===== src/verilog/ipr_pkg.sv =====
// Package of register offsets, field positions and reset values for the priority bank.
package ipr_pkg;

   localparam logic [11:0] ADDR_OUTCMP_CAPTURE  = 12'h000;
   localparam logic [11:0] ADDR_HOSTPORT_OUTCMP8 = 12'h004;
   localparam logic [11:0] ADDR_TWOWIRE2         = 12'h008;
   localparam logic [11:0] ADDR_EXT_INT34        = 12'h00c;
   localparam logic [11:0] ADDR_RTC_ALARM        = 12'h010;
   localparam logic [11:0] ADDR_CRC_UART_ERR     = 12'h014;

   localparam int POS_HI = 12;
   localparam int POS_MH = 8;
   localparam int POS_ML = 4;
   localparam int POS_LO = 0;

   localparam logic [2:0] PRIO_RESET    = 3'h4;
   localparam logic [2:0] PRIO_DISABLED = 3'h0;

   localparam logic [15:0] MASK_OUTCMP_CAPTURE   = 16'h7777;
   localparam logic [15:0] MASK_HOSTPORT_OUTCMP8 = 16'h0077;
   localparam logic [15:0] MASK_TWOWIRE2         = 16'h0770;
   localparam logic [15:0] MASK_EXT_INT34        = 16'h0770;
   localparam logic [15:0] MASK_RTC_ALARM        = 16'h0700;
   localparam logic [15:0] MASK_CRC_UART_ERR     = 16'h7770;

   localparam logic [15:0] RESET_OUTCMP_CAPTURE   = 16'h4444;
   localparam logic [15:0] RESET_HOSTPORT_OUTCMP8 = 16'h0044;
   localparam logic [15:0] RESET_TWOWIRE2         = 16'h0440;
   localparam logic [15:0] RESET_EXT_INT34        = 16'h0440;
   localparam logic [15:0] RESET_RTC_ALARM        = 16'h0400;
   localparam logic [15:0] RESET_CRC_UART_ERR     = 16'h4440;

   localparam int NUM_REGS = 6;

endpackage


===== src/verilog/ipr_prio_regs.sv =====
// APB register bank holding three-bit interrupt priority fields.
//
// Behaviour
// - Three-bit fields, code 111 means level 7.
// - Code 001 means level 1, lowest serviced.
// - Code 000 disables its source entirely.
// - Unimplemented bits read zero, ignore writes.
// - Compare channel 8 uses low three bits.
// - Two-wire master bits 10-8, slave 6-4.
// - External interrupt 4 in bits 10-8.
// - External interrupt 3 in bits 6-4.
//
// The APB slave port and the address map were decided locally.
`timescale 1ns/1ns
module ipr_prio_regs (
   input  wire logic        core_clk,
   input  wire logic        srst,
   input  wire logic        psel,
   input  wire logic        penable,
   input  wire logic        pwrite,
   input  wire logic [11:0] paddr,
   input  wire logic [31:0] pwdata,
   input  wire logic [3:0]  pstrb,
   output logic             pready,
   output logic             pslverr,
   output logic [31:0]      prdata,
   output logic [2:0]       outcmp6_prio,
   output logic [2:0]       outcmp5_prio,
   output logic [2:0]       capture6_prio,
   output logic [2:0]       outcmp7_prio,
   output logic [2:0]       hostport_prio,
   output logic [2:0]       outcmp8_prio,
   output logic [2:0]       twowire2_master_prio,
   output logic [2:0]       twowire2_slave_prio,
   output logic [2:0]       ext_int4_prio,
   output logic [2:0]       ext_int3_prio,
   output logic [2:0]       clock_alarm_prio,
   output logic [2:0]       checksum_err_prio,
   output logic [2:0]       serial2_err_prio,
   output logic [2:0]       serial1_err_prio,
   output logic [13:0]      src_enable
);

   typedef struct packed {
      logic [15:0] outcmpCapture;
      logic [15:0] hostportOutcmp8;
      logic [15:0] twowire2;
      logic [15:0] extInt34;
      logic [15:0] rtcAlarm;
      logic [15:0] crcUartErr;
      logic        ready;
      logic        slvErr;
      logic [31:0] rdata;
      logic [13:0] enable;
   } ipr_state_t;

   ipr_state_t state_q;
   ipr_state_t state_d;

   // Expands the two low byte strobes into a mask of sixteen bit lanes.
   function automatic logic [15:0] ipr_lanes(input logic [3:0] strb);
      logic [15:0] be;
      be = {{8{strb[1]}}, {8{strb[0]}}};
      return be;
   endfunction

   // Merges a write into a register, keeping only implemented bits.
   function automatic logic [15:0] ipr_merge(input logic [15:0] cur,
                                             input logic [31:0] wdata,
                                             input logic [3:0]  strb,
                                             input logic [15:0] mask);
      logic [15:0] be;
      logic [15:0] kept;
      logic [15:0] taken;
      be    = ipr_lanes(strb);
      kept  = cur & ~be;
      taken = wdata[15:0] & be;
      return (kept | taken) & mask;
   endfunction

   // Returns a field of three bits at the given position.
   function automatic logic [2:0] ipr_field(input logic [15:0] r,
                                            input int          pos);
      return r[pos +: 3];
   endfunction

   // A source is enabled when its field is not all zeros.
   function automatic logic ipr_on(input logic [2:0] f);
      return f != ipr_pkg::PRIO_DISABLED;
   endfunction

   // Tells whether an address selects one of the six registers.
   function automatic logic ipr_known(input logic [11:0] addr);
      logic hit;
      hit = 1'b0;
      case (addr)
         ipr_pkg::ADDR_OUTCMP_CAPTURE: begin
            hit = 1'b1;
         end

         ipr_pkg::ADDR_HOSTPORT_OUTCMP8: begin
            hit = 1'b1;
         end

         ipr_pkg::ADDR_TWOWIRE2: begin
            hit = 1'b1;
         end

         ipr_pkg::ADDR_EXT_INT34: begin
            hit = 1'b1;
         end

         ipr_pkg::ADDR_RTC_ALARM: begin
            hit = 1'b1;
         end

         ipr_pkg::ADDR_CRC_UART_ERR: begin
            hit = 1'b1;
         end

         default: begin
            hit = 1'b0;
         end
      endcase
      return hit;
   endfunction

   // Returns the read word of the register at an address, zero elsewhere.
   function automatic logic [31:0] ipr_read(input ipr_state_t  s,
                                            input logic [11:0] addr);
      logic [15:0] word;
      word = 16'h0000;
      case (addr)
         ipr_pkg::ADDR_OUTCMP_CAPTURE: begin
            word = s.outcmpCapture;
         end

         ipr_pkg::ADDR_HOSTPORT_OUTCMP8: begin
            word = s.hostportOutcmp8;
         end

         ipr_pkg::ADDR_TWOWIRE2: begin
            word = s.twowire2;
         end

         ipr_pkg::ADDR_EXT_INT34: begin
            word = s.extInt34;
         end

         ipr_pkg::ADDR_RTC_ALARM: begin
            word = s.rtcAlarm;
         end

         ipr_pkg::ADDR_CRC_UART_ERR: begin
            word = s.crcUartErr;
         end

         default: begin
            word = 16'h0000;
         end
      endcase
      return {16'h0000, word};
   endfunction

   // Collects the enable bit of every field, outcmp7 first and serial1 last.
   function automatic logic [13:0] ipr_enables(input ipr_state_t s);
      logic [13:0] en;
      en[13] = ipr_on(ipr_field(s.outcmpCapture, ipr_pkg::POS_HI));
      en[12] = ipr_on(ipr_field(s.outcmpCapture, ipr_pkg::POS_MH));
      en[11] = ipr_on(ipr_field(s.outcmpCapture, ipr_pkg::POS_ML));
      en[10] = ipr_on(ipr_field(s.outcmpCapture, ipr_pkg::POS_LO));
      en[9]  = ipr_on(ipr_field(s.hostportOutcmp8, ipr_pkg::POS_ML));
      en[8]  = ipr_on(ipr_field(s.hostportOutcmp8, ipr_pkg::POS_LO));
      en[7]  = ipr_on(ipr_field(s.twowire2, ipr_pkg::POS_MH));
      en[6]  = ipr_on(ipr_field(s.twowire2, ipr_pkg::POS_ML));
      en[5]  = ipr_on(ipr_field(s.extInt34, ipr_pkg::POS_MH));
      en[4]  = ipr_on(ipr_field(s.extInt34, ipr_pkg::POS_ML));
      en[3]  = ipr_on(ipr_field(s.rtcAlarm, ipr_pkg::POS_MH));
      en[2]  = ipr_on(ipr_field(s.crcUartErr, ipr_pkg::POS_HI));
      en[1]  = ipr_on(ipr_field(s.crcUartErr, ipr_pkg::POS_MH));
      en[0]  = ipr_on(ipr_field(s.crcUartErr, ipr_pkg::POS_ML));
      return en;
   endfunction

   logic access;
   logic setup;
   logic known;

   always_comb begin
      state_d        = state_q;
      access         = psel && penable;
      setup          = psel && !penable;
      known          = ipr_known(paddr);
      state_d.ready  = setup;
      state_d.slvErr = 1'b0;

      if (setup) begin
         state_d.slvErr = !known;
         state_d.rdata  = 32'h0000_0000;
         if (!pwrite) begin
            state_d.rdata = ipr_read(state_q, paddr);
         end
      end

      if (access && state_q.ready && pwrite && known) begin
         case (paddr)
            ipr_pkg::ADDR_OUTCMP_CAPTURE: begin
               state_d.outcmpCapture = ipr_merge(state_q.outcmpCapture,
                                                 pwdata,
                                                 pstrb,
                                                 ipr_pkg::MASK_OUTCMP_CAPTURE);
            end

            ipr_pkg::ADDR_HOSTPORT_OUTCMP8: begin
               state_d.hostportOutcmp8 = ipr_merge(state_q.hostportOutcmp8,
                                                   pwdata,
                                                   pstrb,
                                                   ipr_pkg::MASK_HOSTPORT_OUTCMP8);
            end

            ipr_pkg::ADDR_TWOWIRE2: begin
               state_d.twowire2 = ipr_merge(state_q.twowire2,
                                            pwdata,
                                            pstrb,
                                            ipr_pkg::MASK_TWOWIRE2);
            end

            ipr_pkg::ADDR_EXT_INT34: begin
               state_d.extInt34 = ipr_merge(state_q.extInt34,
                                            pwdata,
                                            pstrb,
                                            ipr_pkg::MASK_EXT_INT34);
            end

            ipr_pkg::ADDR_RTC_ALARM: begin
               state_d.rtcAlarm = ipr_merge(state_q.rtcAlarm,
                                            pwdata,
                                            pstrb,
                                            ipr_pkg::MASK_RTC_ALARM);
            end

            ipr_pkg::ADDR_CRC_UART_ERR: begin
               state_d.crcUartErr = ipr_merge(state_q.crcUartErr,
                                              pwdata,
                                              pstrb,
                                              ipr_pkg::MASK_CRC_UART_ERR);
            end

            default: begin
               state_d.crcUartErr = state_q.crcUartErr;
            end
         endcase
      end

      state_d.enable = ipr_enables(state_d);
   end

   always_ff @(posedge core_clk) begin
      if (srst) begin
         state_q                 <= '0;
         state_q.outcmpCapture   <= ipr_pkg::RESET_OUTCMP_CAPTURE;
         state_q.hostportOutcmp8 <= ipr_pkg::RESET_HOSTPORT_OUTCMP8;
         state_q.twowire2        <= ipr_pkg::RESET_TWOWIRE2;
         state_q.extInt34        <= ipr_pkg::RESET_EXT_INT34;
         state_q.rtcAlarm        <= ipr_pkg::RESET_RTC_ALARM;
         state_q.crcUartErr      <= ipr_pkg::RESET_CRC_UART_ERR;
         state_q.enable          <= 14'h3fff;
      end else begin
         state_q <= state_d;
      end
   end

   assign pready               = state_q.ready;
   assign pslverr              = state_q.slvErr;
   assign prdata               = state_q.rdata;
   assign outcmp7_prio         = ipr_field(state_q.outcmpCapture, ipr_pkg::POS_HI);
   assign outcmp6_prio         = ipr_field(state_q.outcmpCapture, ipr_pkg::POS_MH);
   assign outcmp5_prio         = ipr_field(state_q.outcmpCapture, ipr_pkg::POS_ML);
   assign capture6_prio        = ipr_field(state_q.outcmpCapture, ipr_pkg::POS_LO);
   assign hostport_prio        = ipr_field(state_q.hostportOutcmp8, ipr_pkg::POS_ML);
   assign outcmp8_prio         = ipr_field(state_q.hostportOutcmp8, ipr_pkg::POS_LO);
   assign twowire2_master_prio = ipr_field(state_q.twowire2, ipr_pkg::POS_MH);
   assign twowire2_slave_prio  = ipr_field(state_q.twowire2, ipr_pkg::POS_ML);
   assign ext_int4_prio        = ipr_field(state_q.extInt34, ipr_pkg::POS_MH);
   assign ext_int3_prio        = ipr_field(state_q.extInt34, ipr_pkg::POS_ML);
   assign clock_alarm_prio     = ipr_field(state_q.rtcAlarm, ipr_pkg::POS_MH);
   assign checksum_err_prio    = ipr_field(state_q.crcUartErr, ipr_pkg::POS_HI);
   assign serial2_err_prio     = ipr_field(state_q.crcUartErr, ipr_pkg::POS_MH);
   assign serial1_err_prio     = ipr_field(state_q.crcUartErr, ipr_pkg::POS_ML);
   assign src_enable           = state_q.enable;

endmodule

===== config.mk =====
export PLATFORM = sky130hd
export DESIGN_NAME = ipr_prio_regs
export DESIGN_NICKNAME = d
export VERILOG_FILES = /design/src/verilog/ipr_pkg.sv /design/src/verilog/ipr_prio_regs.sv
export SDC_FILE = /design/constraint.sdc
export NUM_CORES = 1
export LEC_CHECK = 0
export ABC_CLOCK_PERIOD_IN_PS = 2300
export BUFFER_PORTS_ARGS = -buffer_cell sky130_fd_sc_hd__clkbuf_2
export CAP_MARGIN = 20
export CORE_ASPECT_RATIO = 1.2
export CORE_UTILIZATION = 38
export CTS_CLUSTER_DIAMETER = 40
export CTS_CLUSTER_SIZE = 25
export DETAILED_ROUTE_END_ITERATION = 12
export PLACE_DENSITY = 0.66
export SYNTH_ARGS = -nofsm -noshare
export SYNTH_HDL_FRONTEND = slang
export SYNTH_SLANG_ARGS = --single-unit

===== constraint.sdc =====
create_clock -name core_clk -period 2.3 [get_ports core_clk]
set_clock_uncertainty 0.05 [all_clocks]
set_input_delay 0.46 -clock core_clk [delete_from_list [all_inputs] [get_ports core_clk]]
set_output_delay 0.46 -clock core_clk [all_outputs]
set_load 0.02 [all_outputs]

# == Word level (Yosys, flattened, before mapping) ==
# Cells that the tools add are included.
# classes
n_eq_ne,5
muxes,10
n_bitwise,15
reduce_logical,24
# ops
operator,count
2-to-1 mux 95 bit,1
one-hot mux 15 bit (6 select lines),1
AND 15 bit,3
2-to-1 mux 15 bit,3
nonzero test 3 bit,14
AND 11 bit,3
2-to-1 mux 11 bit,3
bitwise OR 11 bit,3
bitwise OR 15 bit,2
equality test 12 x 4 -> 1 bit (second input constant),2
equality test 12 x 5 -> 1 bit (second input constant),2
inverter 15 bit,1
equality test 12 x 3 -> 1 bit (second input constant),1
zero test 12 bit,1
AND 7 bit,1
2-to-1 mux 7 bit,1
bitwise OR 7 bit,1
OR reduction 6 bit,1
logical AND 1 bit,5
zero test 1 bit,2
OR reduction 2 bit,1
2-to-1 mux 1 bit,1
inverter 1 bit,1
# totals
reg_bits,90
input_bits,53
output_inout_bits,90
word_cells,64

# == Longest topological paths before layout ==
# Gate-level depths: netlist of the first run.
# logic_depth
ltp_word,6
mapped_depth,6

# == Worst setup path after synthesis of the first run ==
# No wires, ideal clock.
# synth_path
kind,input-to-reg
start,input paddr[9]
end,"register state_q, in the netlist src_enable[6]"
setup_time_ns,0.147
arrival_time_ns,1.572
required_time_ns,2.103
path_slack_ns,0.531
stages,4
n_path_buf,0
path_cell_list,or4_4 nor2_1 nand4_1 mux2i_1
# synth_between
elab_chain_cells,6
# synth_lines
element,line_no,text
"start, declared",ipr_prio_regs.sv:21,"input wire logic [11:0] paddr,"
"equality test 12 x 5 -> 1 bit, or another cell as far along",ipr_prio_regs.sv:96,case (addr)
OR reduction 6 bit (no line),-,
2-to-1 mux 1 bit,ipr_prio_regs.sv:96,
logical AND 1 bit,ipr_prio_regs.sv:205,if (access && state_q.ready && pwrite && known) begin
2-to-1 mux 95 bit *,ipr_prio_regs.sv:205,
nonzero test 3 bit *,ipr_prio_regs.sv:89,return f != ipr_pkg::PRIO_DISABLED;
"end signal, assigned",ipr_prio_regs.sv:269,state_q <= state_d;
"end, declared",ipr_prio_regs.sv:57,ipr_state_t state_q;
# Every way passes the cells marked *; elsewhere a longest branch is shown, timed or not.
# A chain may end at the register's enable or synchronous reset.

# == Worst setup path after layout of the first run ==
# layout_path
start,input paddr[9]
end,"register state_q, in the netlist outcmp6_prio[2]"
# layout_between
elab_chain_cells,5
# layout_lines
element,line_no
"equality test 12 x 5 -> 1 bit, or another cell as far along",ipr_prio_regs.sv:96
OR reduction 6 bit (no line),-
2-to-1 mux 1 bit,ipr_prio_regs.sv:96
logical AND 1 bit,ipr_prio_regs.sv:205
2-to-1 mux 95 bit *,ipr_prio_regs.sv:205
# Marks and branches as above.

==> results.sh, run 1 <==
export IMPL_status="finished clean"
export IMPL_cp_end_kind="register"
export IMPL_rsz0062_at_grt="false"
export IMPL_drt_iter0_drc=200
export IMPL_hold_class="input port to register"
export IMPL_setup_tns_final_ps=0
export IMPL_drt_wl_total_microns=9140
export IMPL_placeableCoreArea_sq_um=8610
export IMPL_setup_viol=0
export IMPL_max_stage_delay_ps=450
export IMPL_finalNonFillerCells=586
export IMPL_synth_edf_count=0
export IMPL_p_per_area_nw_per_um2=550
export IMPL_cts_tree="built"
export IMPL_fmax_ghz=0.536
export IMPL_crit_family="simple AND/OR/NAND/NOR gates"
export IMPL_critical_path_class="input port to register"
export IMPL_critPathArrivalTime_ps=2030
export IMPL_grt_first_pass_wirelength_microns=14600
export IMPL_cts_resized=0
export IMPL_cts_root_buf="clkbuf_8"
export IMPL_ant_nets=0
export IMPL_finalCritPeriodShare_pct=81.1
export IMPL_cap_violations=0
export IMPL_timing_final_ws_setup_ps=434
export IMPL_netlist_area_sq_um=3390
export IMPL_io_pins=143
export IMPL_cts_setup_buffers=0
export IMPL_final_nets=518
export IMPL_place_hpwl_microns=7030
export IMPL_syn_inst=361
export IMPL_max_slew_margin_rel_pct=65.4
export IMPL_drive_gt1_share_pct=31.1
export IMPL_area_growth_syn_to_layout_pct=22.4
export IMPL_slew_viol_final=0
export IMPL_p_leak_nw=1.90
export IMPL_ctsHtreeMaxLevel=3
export IMPL_io_buffer_count=100
export IMPL_die_area_sq_um=9300
export IMPL_synth_area_per_cell_sq_um=9.38
export IMPL_critPathBufInv=1
export IMPL_vias=3088
export IMPL_ctsHoldBuffers=0
export IMPL_cts_sinks=70
export IMPL_gp_congestion=0.882
export IMPL_grt_pass1_vias=2920
export IMPL_post_drt_wl_per_cell_microns=15.6
export IMPL_final_min_clock_period_ps=1870
export IMPL_clkLatencyLatePin_ps=350
export IMPL_hold_viol=0
export IMPL_p_total_mw=2.28
export IMPL_fp_dieH_microns=105
export IMPL_diodes=0
export IMPL_grt_overflow_total=0
export IMPL_drc=0
export IMPL_async_flop_share_pct=0
export IMPL_crit_path_start_kind="input port"
export IMPL_ys_warn_count=0
export IMPL_path_cells="clkbuf_2 > nor4_4 > and3_1 > nand4_2 > mux2i_1"
export IMPL_grt_use_total_pct=20.5
export IMPL_ys_types=45
export IMPL_dp_cells=571
export IMPL_num_rows=37
export IMPL_grt_start_max_net_pins=25
export IMPL_dr_pass1_iters=5
export IMPL_seq_area_frac_synth_pct=41.4
export IMPL_crit_required_ps=2470
export IMPL_die_width_microns=88.2
export IMPL_pre_cts_ws_ps=78.1
export IMPL_final_util_pct=48.1
export IMPL_cts_max_path_buffers=2
export IMPL_initial_core_util_pct=39.3
export IMPL_worst_pin_slew_ps=515
export IMPL_clkTransAtPathRegs_ps=70
export IMPL_ys_ff_latch=70
export IMPL_worst_path_max_fanout=8
export IMPL_cts_buffers_inserted=9
export IMPL_slowest_stage="nor4_4"
export IMPL_avgViaCountPerCell=5.27
export IMPL_antenna_found_initial=0
export IMPL_ir_worst_vdd_v=0.000199
export IMPL_synth_flop_cell="dfxtp_1"
==> metrics by stage <==
stage / hold slack, ps / instance area, sq um
floorplan: 480 / 3460
global placement: 389 / 3980
detailed placement: 397 / 3980
CTS: 299 / 4150
global route: 325 / 4150
finish: 313 / 4150
==> synthesized netlist by cell type (all sizes together) (2+ instances only) <==
master	number	area [sq um]
and3	8	50.1
inv	2	7.51
or2	2	12.5
nand3	11	65.1
mux4	2	45.0
a22oi	3	22.5
and2	4	25.0
nor2b	2	12.5
clkbuf	16	60.1
nor2	21	78.8
buf	24	173
o21ai	23	115
nand2	47	176
nor3	2	15.0
mux2i	55	551
a21oi	12	63.8
nor4	24	240
and4	3	26.3
dfxtp	70	1400
or4	2	18.8
nand4	13	109
==> layout make-up <==
cell class	instances	area [sq um]
sequential	70	1400
clock inverter	1	5.00
timing repair buffer	114	606
multi-input combinational	268	1820
clock buffer	14	163
fill	857	4470
tap	117	146
inverter	2	7.51
==> per-layer routing <==
metal | track usage, % | routed length, microns
met3 | 3.84 | 575
met1 | 26.5 | 3930
met5 | 0 | 0
met2 | 31.9 | 4400
met4 | 10.8 | 240
==> cells in the final DEF (no fill, tap or decap), types with 2 or more instances in the layout <==
cell type | Yosys | final
a21oi_1 | 11 | 11
a22oi_1 | 3 | 3
and2_0 | 2 | 2
and2_1 | 2 | 2
and3_1 | 8 | 8
and4_1 | 3 | 3
buf_4 | 21 | 14
clkbuf_1 | 16 | 3
clkbuf_2 | 0 | 100
clkbuf_8 | 0 | 11
conb_1 | 1 | 20
dfxtp_1 | 70 | 70
inv_1 | 2 | 2
mux2i_1 | 55 | 55
mux4_2 | 2 | 2
nand2_1 | 47 | 47
nand3_1 | 9 | 9
nand3_2 | 2 | 2
nand4_1 | 10 | 10
nand4_2 | 2 | 2
nor2_1 | 21 | 21
nor2b_1 | 2 | 2
nor4_1 | 18 | 18
nor4_4 | 6 | 6
o21ai_0 | 23 | 23
or2_2 | 2 | 2
==> logic make-up after synthesis <==
family | Yosys count | share of synthesized area, %
simple gates | 144 | 25.7
buf+inv | 42 | 7.09
other cells | 1 | 0.111
flops | 70 | 41.4
mux | 57 | 17.6
compound gates | 47 | 8.09
==> where the power goes <==
| part | internal, mW | total, mW | switching [mW] |
|---|---|---|---|
| clock network | 0.444 | 0.879 | 0.434 |
| registers | 1.21 | 1.21 | 0.000429 |
| logic | 0.0522 | 0.187 | 0.135 |
| total | 1.71 | 2.28 | 0.570 |
==> worst paths after layout <==
path / startpoint / to / slack, ps / cells after the start
worst max-delay path: paddr[9] / outcmp6_prio[2]$_SDFF_PP1_ / 430 / 5
worst min-delay path: srst / prdata[4]$_SDFFE_PP0P_ / 310 / 2
worst max register to register: pready$_SDFF_PP0_ / outcmp6_prio[2]$_SDFF_PP1_ / 480 / 4
worst min register to register: prdata[2]$_SDFFE_PP0P_ / prdata[2]$_SDFFE_PP0P_ / 410 / 2
==> sequential cells by signal (all words and copies together) (netlist names) <==
name / flops
prdata: 12
twowire2_slave_prio: 3
hostport_prio: 3
twowire2_master_prio: 3
src_enable: 14
pslverr: 1
outcmp7_prio: 3
outcmp6_prio: 3
checksum_err_prio: 3
ext_int3_prio: 3
outcmp8_prio: 3
pready: 1
capture6_prio: 3
serial2_err_prio: 3
serial1_err_prio: 3
clock_alarm_prio: 3
ext_int4_prio: 3
outcmp5_prio: 3
No activity file was read; power rests on OpenSTA's default activity.
==> run 2: changes to the inputs <==
Settings changed: ABC_CLOCK_PERIOD_IN_PS 2300 to 1950.
Clock period 2.3 ns to 1.95 ns, I/O delays scaled along.
==> results.sh, run 2 (synthesis results as in run 1) <==
export IMPL_hold_viol=0
export IMPL_hold_class="input port to register"
export IMPL_cts_tree="built"
export IMPL_rsz0062_at_grt="false"
export IMPL_p_leak_nw=2.05
export IMPL_ctsHoldBuffers=0
export IMPL_area_growth_syn_to_layout_pct=29.0
export IMPL_clkTransAtPathRegs_ps=80
export IMPL_io_buffer_count=100
export IMPL_num_rows=37
export IMPL_status="finished clean"
export IMPL_post_drt_wl_per_cell_microns=15.2
export IMPL_grt_overflow_total=0
export IMPL_avgViaCountPerCell=5.09
export IMPL_reg2reg_from="pready$_SDFF_PP0_"
export IMPL_p_total_mw=2.88
export IMPL_grt_met1_usage_pct=26.9
export IMPL_drive_gt1_share_pct=35.0
export IMPL_placeableCoreArea_sq_um=8610
export IMPL_busiest_layer="met2"
export IMPL_cap_violations=0
export IMPL_initial_core_util_pct=39.3
export IMPL_crit_start="pready$_SDFF_PP0_"
export IMPL_fp_dieH_microns=105
export IMPL_grt_pass1_vias=3039
export IMPL_critical_path_class="register to register"
export IMPL_worst_path_max_fanout=6
export IMPL_cp_common_cell="and4_1"
export IMPL_finalCritPeriodShare_pct=88.4
export IMPL_critPathBufInv=0
export IMPL_die_area_sq_um=9300
export IMPL_drt_iter0_drc=192
export IMPL_post_dp_cell_area_sq_um=4170
export IMPL_die_width_microns=88.2
export IMPL_ant_nets=0
export IMPL_io_pins=143
export IMPL_crit_path_start_kind="register"
export IMPL_grt_start_max_net_pins=25
export IMPL_cts_setup_buffers=0
export IMPL_drc=0
export IMPL_final_min_clock_period_ps=1720
export IMPL_grt_first_pass_wirelength_microns=14700
export IMPL_worstHoldStart="pwdata[13]"
export IMPL_final_common_cell="clkbuf_2"
export IMPL_cts_resized=0
export IMPL_largest_reg_flops=14
export IMPL_path_cells="and4_1 > and2_0 > and4_1 > mux2i_1"
export IMPL_ir_worst_vdd_v=0.000330
export IMPL_cp_end_kind="register"
export IMPL_final_util_pct=50.8
export IMPL_most_common_layout_cells="clkbuf_2 (100), dfxtp_1 (70), mux2i_1 (55)"
export IMPL_cts_buffers_inserted=9
export IMPL_clkLatencyLatePin_ps=360
export IMPL_cts_sinks=70
export IMPL_cts_max_path_buffers=2
export IMPL_vias=3111
export IMPL_critPathArrivalTime_ps=1970
export IMPL_cts_root_buf="clkbuf_8"
export IMPL_use_met2_pct=33.0
export IMPL_diodes=0
export IMPL_crit_family="simple AND/OR/NAND/NOR gates"
export IMPL_dr_pass1_iters=4
export IMPL_use_met3_pct=3.92
export IMPL_place_hpwl_microns=7310
export IMPL_p_per_area_nw_per_um2=660
export IMPL_ctsHtreeMaxLevel=3
export IMPL_dp_cells=595
export IMPL_crit_required_ps=2190
export IMPL_final_nets=542
export IMPL_slowest_stage="and4_1"
export IMPL_antenna_found_initial=0
export IMPL_max_stage_delay_ps=360
export IMPL_setup_viol=0
export IMPL_gp_congestion=0.876
export IMPL_fmax_ghz=0.580
export IMPL_finalNonFillerCells=611
export IMPL_hold_slack_ps=248
export IMPL_final_cell_area_sq_um=4370
export IMPL_grt_use_total_pct=20.9
export IMPL_slew_viol_final=0
export IMPL_drt_wl_total_microns=9290
[run 2: tightest hold or removal path, cell delays in order]
cell      delay, ps
clkbuf_2         90
nand2_1          70
mux2i_1          60
[run 2: final cells by class]
class | count | area [sq um]
multi-input cells | 268 | 1820
clock buffers | 12 | 155
flip-flops and latches | 70 | 1400
repair buffers | 138 | 798
inverters | 2 | 7.51
clock inverters | 4 | 45.0
fillers | 831 | 4240
well taps | 117 | 146
[run 2: path summary, 6_finish.rpt]
check | slack [ps] | depth (start not counted) | end
hold / removal | 250 | 3 | outcmp7_prio[1]$_SDFF_PP0_
hold reg to reg | 410 | 2 | prdata[12]$_SDFFE_PP0P_
setup / recovery | 230 | 4 | checksum_err_prio[1]$_SDFF_PP0_
setup reg to reg | 230 | 4 | checksum_err_prio[1]$_SDFF_PP0_
[run 2: metal layers]
metal / part of all wire [%] / vias up
met5: 0 / -
met4: 2.6 / 0
met3: 4.4 / 16
met2: 48 / 94
met1: 45 / 1475
li1: - / 1526
[run 2: stage by stage]
stage,worst slack (ps),TNS [ps]
floorplan,251,0
global placement,-22.7,-51.6
CTS,237,0
finish,227,0
global route,116,0
detailed placement,-12.3,-19.6
[run 2: where the power goes]
| group | total, mW | internal [mW] | switching [mW] | leakage, nW |
|---|---|---|---|---|
| logic | 0.241 | 0.0777 | 0.164 | 1.38 |
| registers | 1.43 | 1.43 | 0.000490 | 0.565 |
| clock network | 1.21 | 0.654 | 0.557 | 0.106 |
==> run 3: changes to the inputs <==
Settings changed: ABC_CLOCK_PERIOD_IN_PS 1950 to 1460, CELL_PAD_IN_SITES_DETAIL_PLACEMENT set to 0, CELL_PAD_IN_SITES_GLOBAL_PLACEMENT set to 2, CORE_UTILIZATION 38 to 25, PLACE_DENSITY 0.66 to unset, PLACE_DENSITY_LB_ADDON set to 0.1, SLEW_MARGIN set to 20.
Clock period 1.95 ns to 1.46 ns, I/O delays scaled along.
==> results.sh, run 3 (synthesis results as in run 1) <==
export IMPL_hold_viol=0
export IMPL_hold_class="input port to register"
export IMPL_io_buffer_count=100
export IMPL_initial_core_util_pct=25.6
export IMPL_largest_reg_flops=14
export IMPL_setup_viol=0
export IMPL_grt_overflow_total=0
export IMPL_crit_path_start_kind="register"
export IMPL_critical_path_class="register to register"
export IMPL_gp_congestion=0.767
export IMPL_num_rows=46
export IMPL_slew_viol_final=0
export IMPL_final_nets=570
export IMPL_drt_wl_total_microns=11300
export IMPL_final_cell_area_sq_um=4910
export IMPL_cts_buffers_inserted=9
export IMPL_ctsHtreeMaxLevel=3
export IMPL_most_common_layout_cells="clkbuf_2 (97), dfxtp_1 (69), buf_4 (59)"
export IMPL_p_leak_nw=2.26
export IMPL_pre_cts_ws_ps=-347
export IMPL_fp_dieH_microns=130
export IMPL_crit_required_ps=1670
export IMPL_diodes=0
export IMPL_rsz0062_at_grt="true"
export IMPL_nFillCells=1426
export IMPL_cts_sinks=70
export IMPL_post_drt_wl_per_cell_microns=16.4
export IMPL_cts_tree="built"
export IMPL_vias=3210
export IMPL_grt_pass1_vias=3127
export IMPL_cts_max_path_buffers=2
export IMPL_worst_path_max_fanout=6
export IMPL_area_growth_syn_to_layout_pct=45.0
export IMPL_antenna_found_initial=0
export IMPL_cap_violations=0
export IMPL_cp_end_kind="register"
export IMPL_grt_start_max_net_pins=27
export IMPL_final_util_pct=37.1
export IMPL_place_hpwl_microns=9050
export IMPL_die_area_sq_um=14000
export IMPL_ant_nets=0
export IMPL_timing_final_ws_setup_ps=9.57
export IMPL_grt_first_pass_wirelength_microns=17400
export IMPL_die_width_microns=108
export IMPL_avgViaCountPerCell=4.65
export IMPL_cts_root_buf="clkbuf_16"
export IMPL_finalCritPeriodShare_pct=99.3
export IMPL_finalNonFillerCells=690
export IMPL_grt_use_total_pct=16.9
export IMPL_clkTransAtPathRegs_ps=60
export IMPL_drc=0
export IMPL_ir_worst_vdd_v=0.000551
export IMPL_post_dp_cell_area_sq_um=4500
export IMPL_clkLatencyLatePin_ps=340
export IMPL_critPathArrivalTime_ps=1660
export IMPL_drive_gt1_share_pct=41.6
export IMPL_dp_cells=673
export IMPL_io_pins=143
export IMPL_p_per_area_nw_per_um2=951
export IMPL_status="finished clean"
export IMPL_fmax_ghz=0.689
export IMPL_final_common_cell="clkbuf_2"
export IMPL_placeableCoreArea_sq_um=13200
export IMPL_final_min_clock_period_ps=1450
export IMPL_dr_pass1_iters=4
export IMPL_drt_iter0_drc=73
run 3: cell count changes in the layout (fill, tap and decap cells not counted), sizes merged:
| cell | previous run | this run |
|---|---|---|
| clkinv | 3 | 2 |
| buf | 38 | 68 |
| clkbuf | 112 | 110 |
| bufinv | 1 | 2 |
run 3: layer usage:
metal	GRT usage, %	vias to the layer above	part of all wire (%)
met3	2.36	15	4.2
li1	-	1588	-
met4	7.87	0	2.2
met5	0	-	0
met2	29.3	91	51
met1	20.5	1516	43
run 3: timing repair:
| action | in CTS | in global routing |
|---|---|---|
| hold buffers | 0 | 0 |
| setup endpoints to repair | 31 | 54 |
| endpoints found under the hold margin | 0 | 0 |
| pin swaps | 2 | 10 |
| setup buffers | 0 | 1 |
| resized for setup | 9 | 24 |
run 3: cell type report:
cell class,count,area [sq um],area share (%)
repair buffers,166,1050,21.5
clock buffers,12,246,5.02
multi-input cells,268,1920,39.1
clock inverters,4,70.1,1.43
well taps,168,210,4.28
inverters,2,7.51,0.153
flip-flops and latches,70,1400,28.6
run 3: path summary, 6_finish.rpt:
check | startpoint | end | slack [ps] | cells after the start
worst max register to register | pready$_SDFF_PP0_ | src_enable[4]$_SDFF_PP1_ | 10 | 5
worst min-delay path | pwdata[1] | capture6_prio[1]$_SDFF_PP0_ | 170 | 3
worst min register to register | prdata[2]$_SDFFE_PP0P_ | prdata[2]$_SDFFE_PP0P_ | 400 | 2
worst max-delay path | pready$_SDFF_PP0_ | src_enable[4]$_SDFF_PP1_ | 10 | 5
run 3: power by group:
group	total, mW	internal, mW	leakage [nW]	switching (mW)
Clock	2.36	1.54	0.157	0.824
Combinational	0.393	0.145	1.54	0.248
Sequential	1.91	1.91	0.565	0.000870
Total	4.67	3.59	2.26	1.07
run 3: worst max-delay path, stage by stage (launching register included):
cell     delay [ps]
dfxtp_2         330
and4_4          280
nand2_4          80
nor4_4          270
buf_6           160
mux2i_1         190
run 3: per-stage QoR:
step | setup TNS [ps] | power (mW) | hold WS (ps)
2_1_floorplan | -2940 | 2.18 | 384
3_3_place_gp | -17980 | 2.34 | 398
3_5_place_dp | -18480 | 2.34 | 395
4_1_cts | -29.8 | 4.71 | 160
5_1_grt | -517 | 4.82 | 171
6_report | 0 | 4.67 | 166
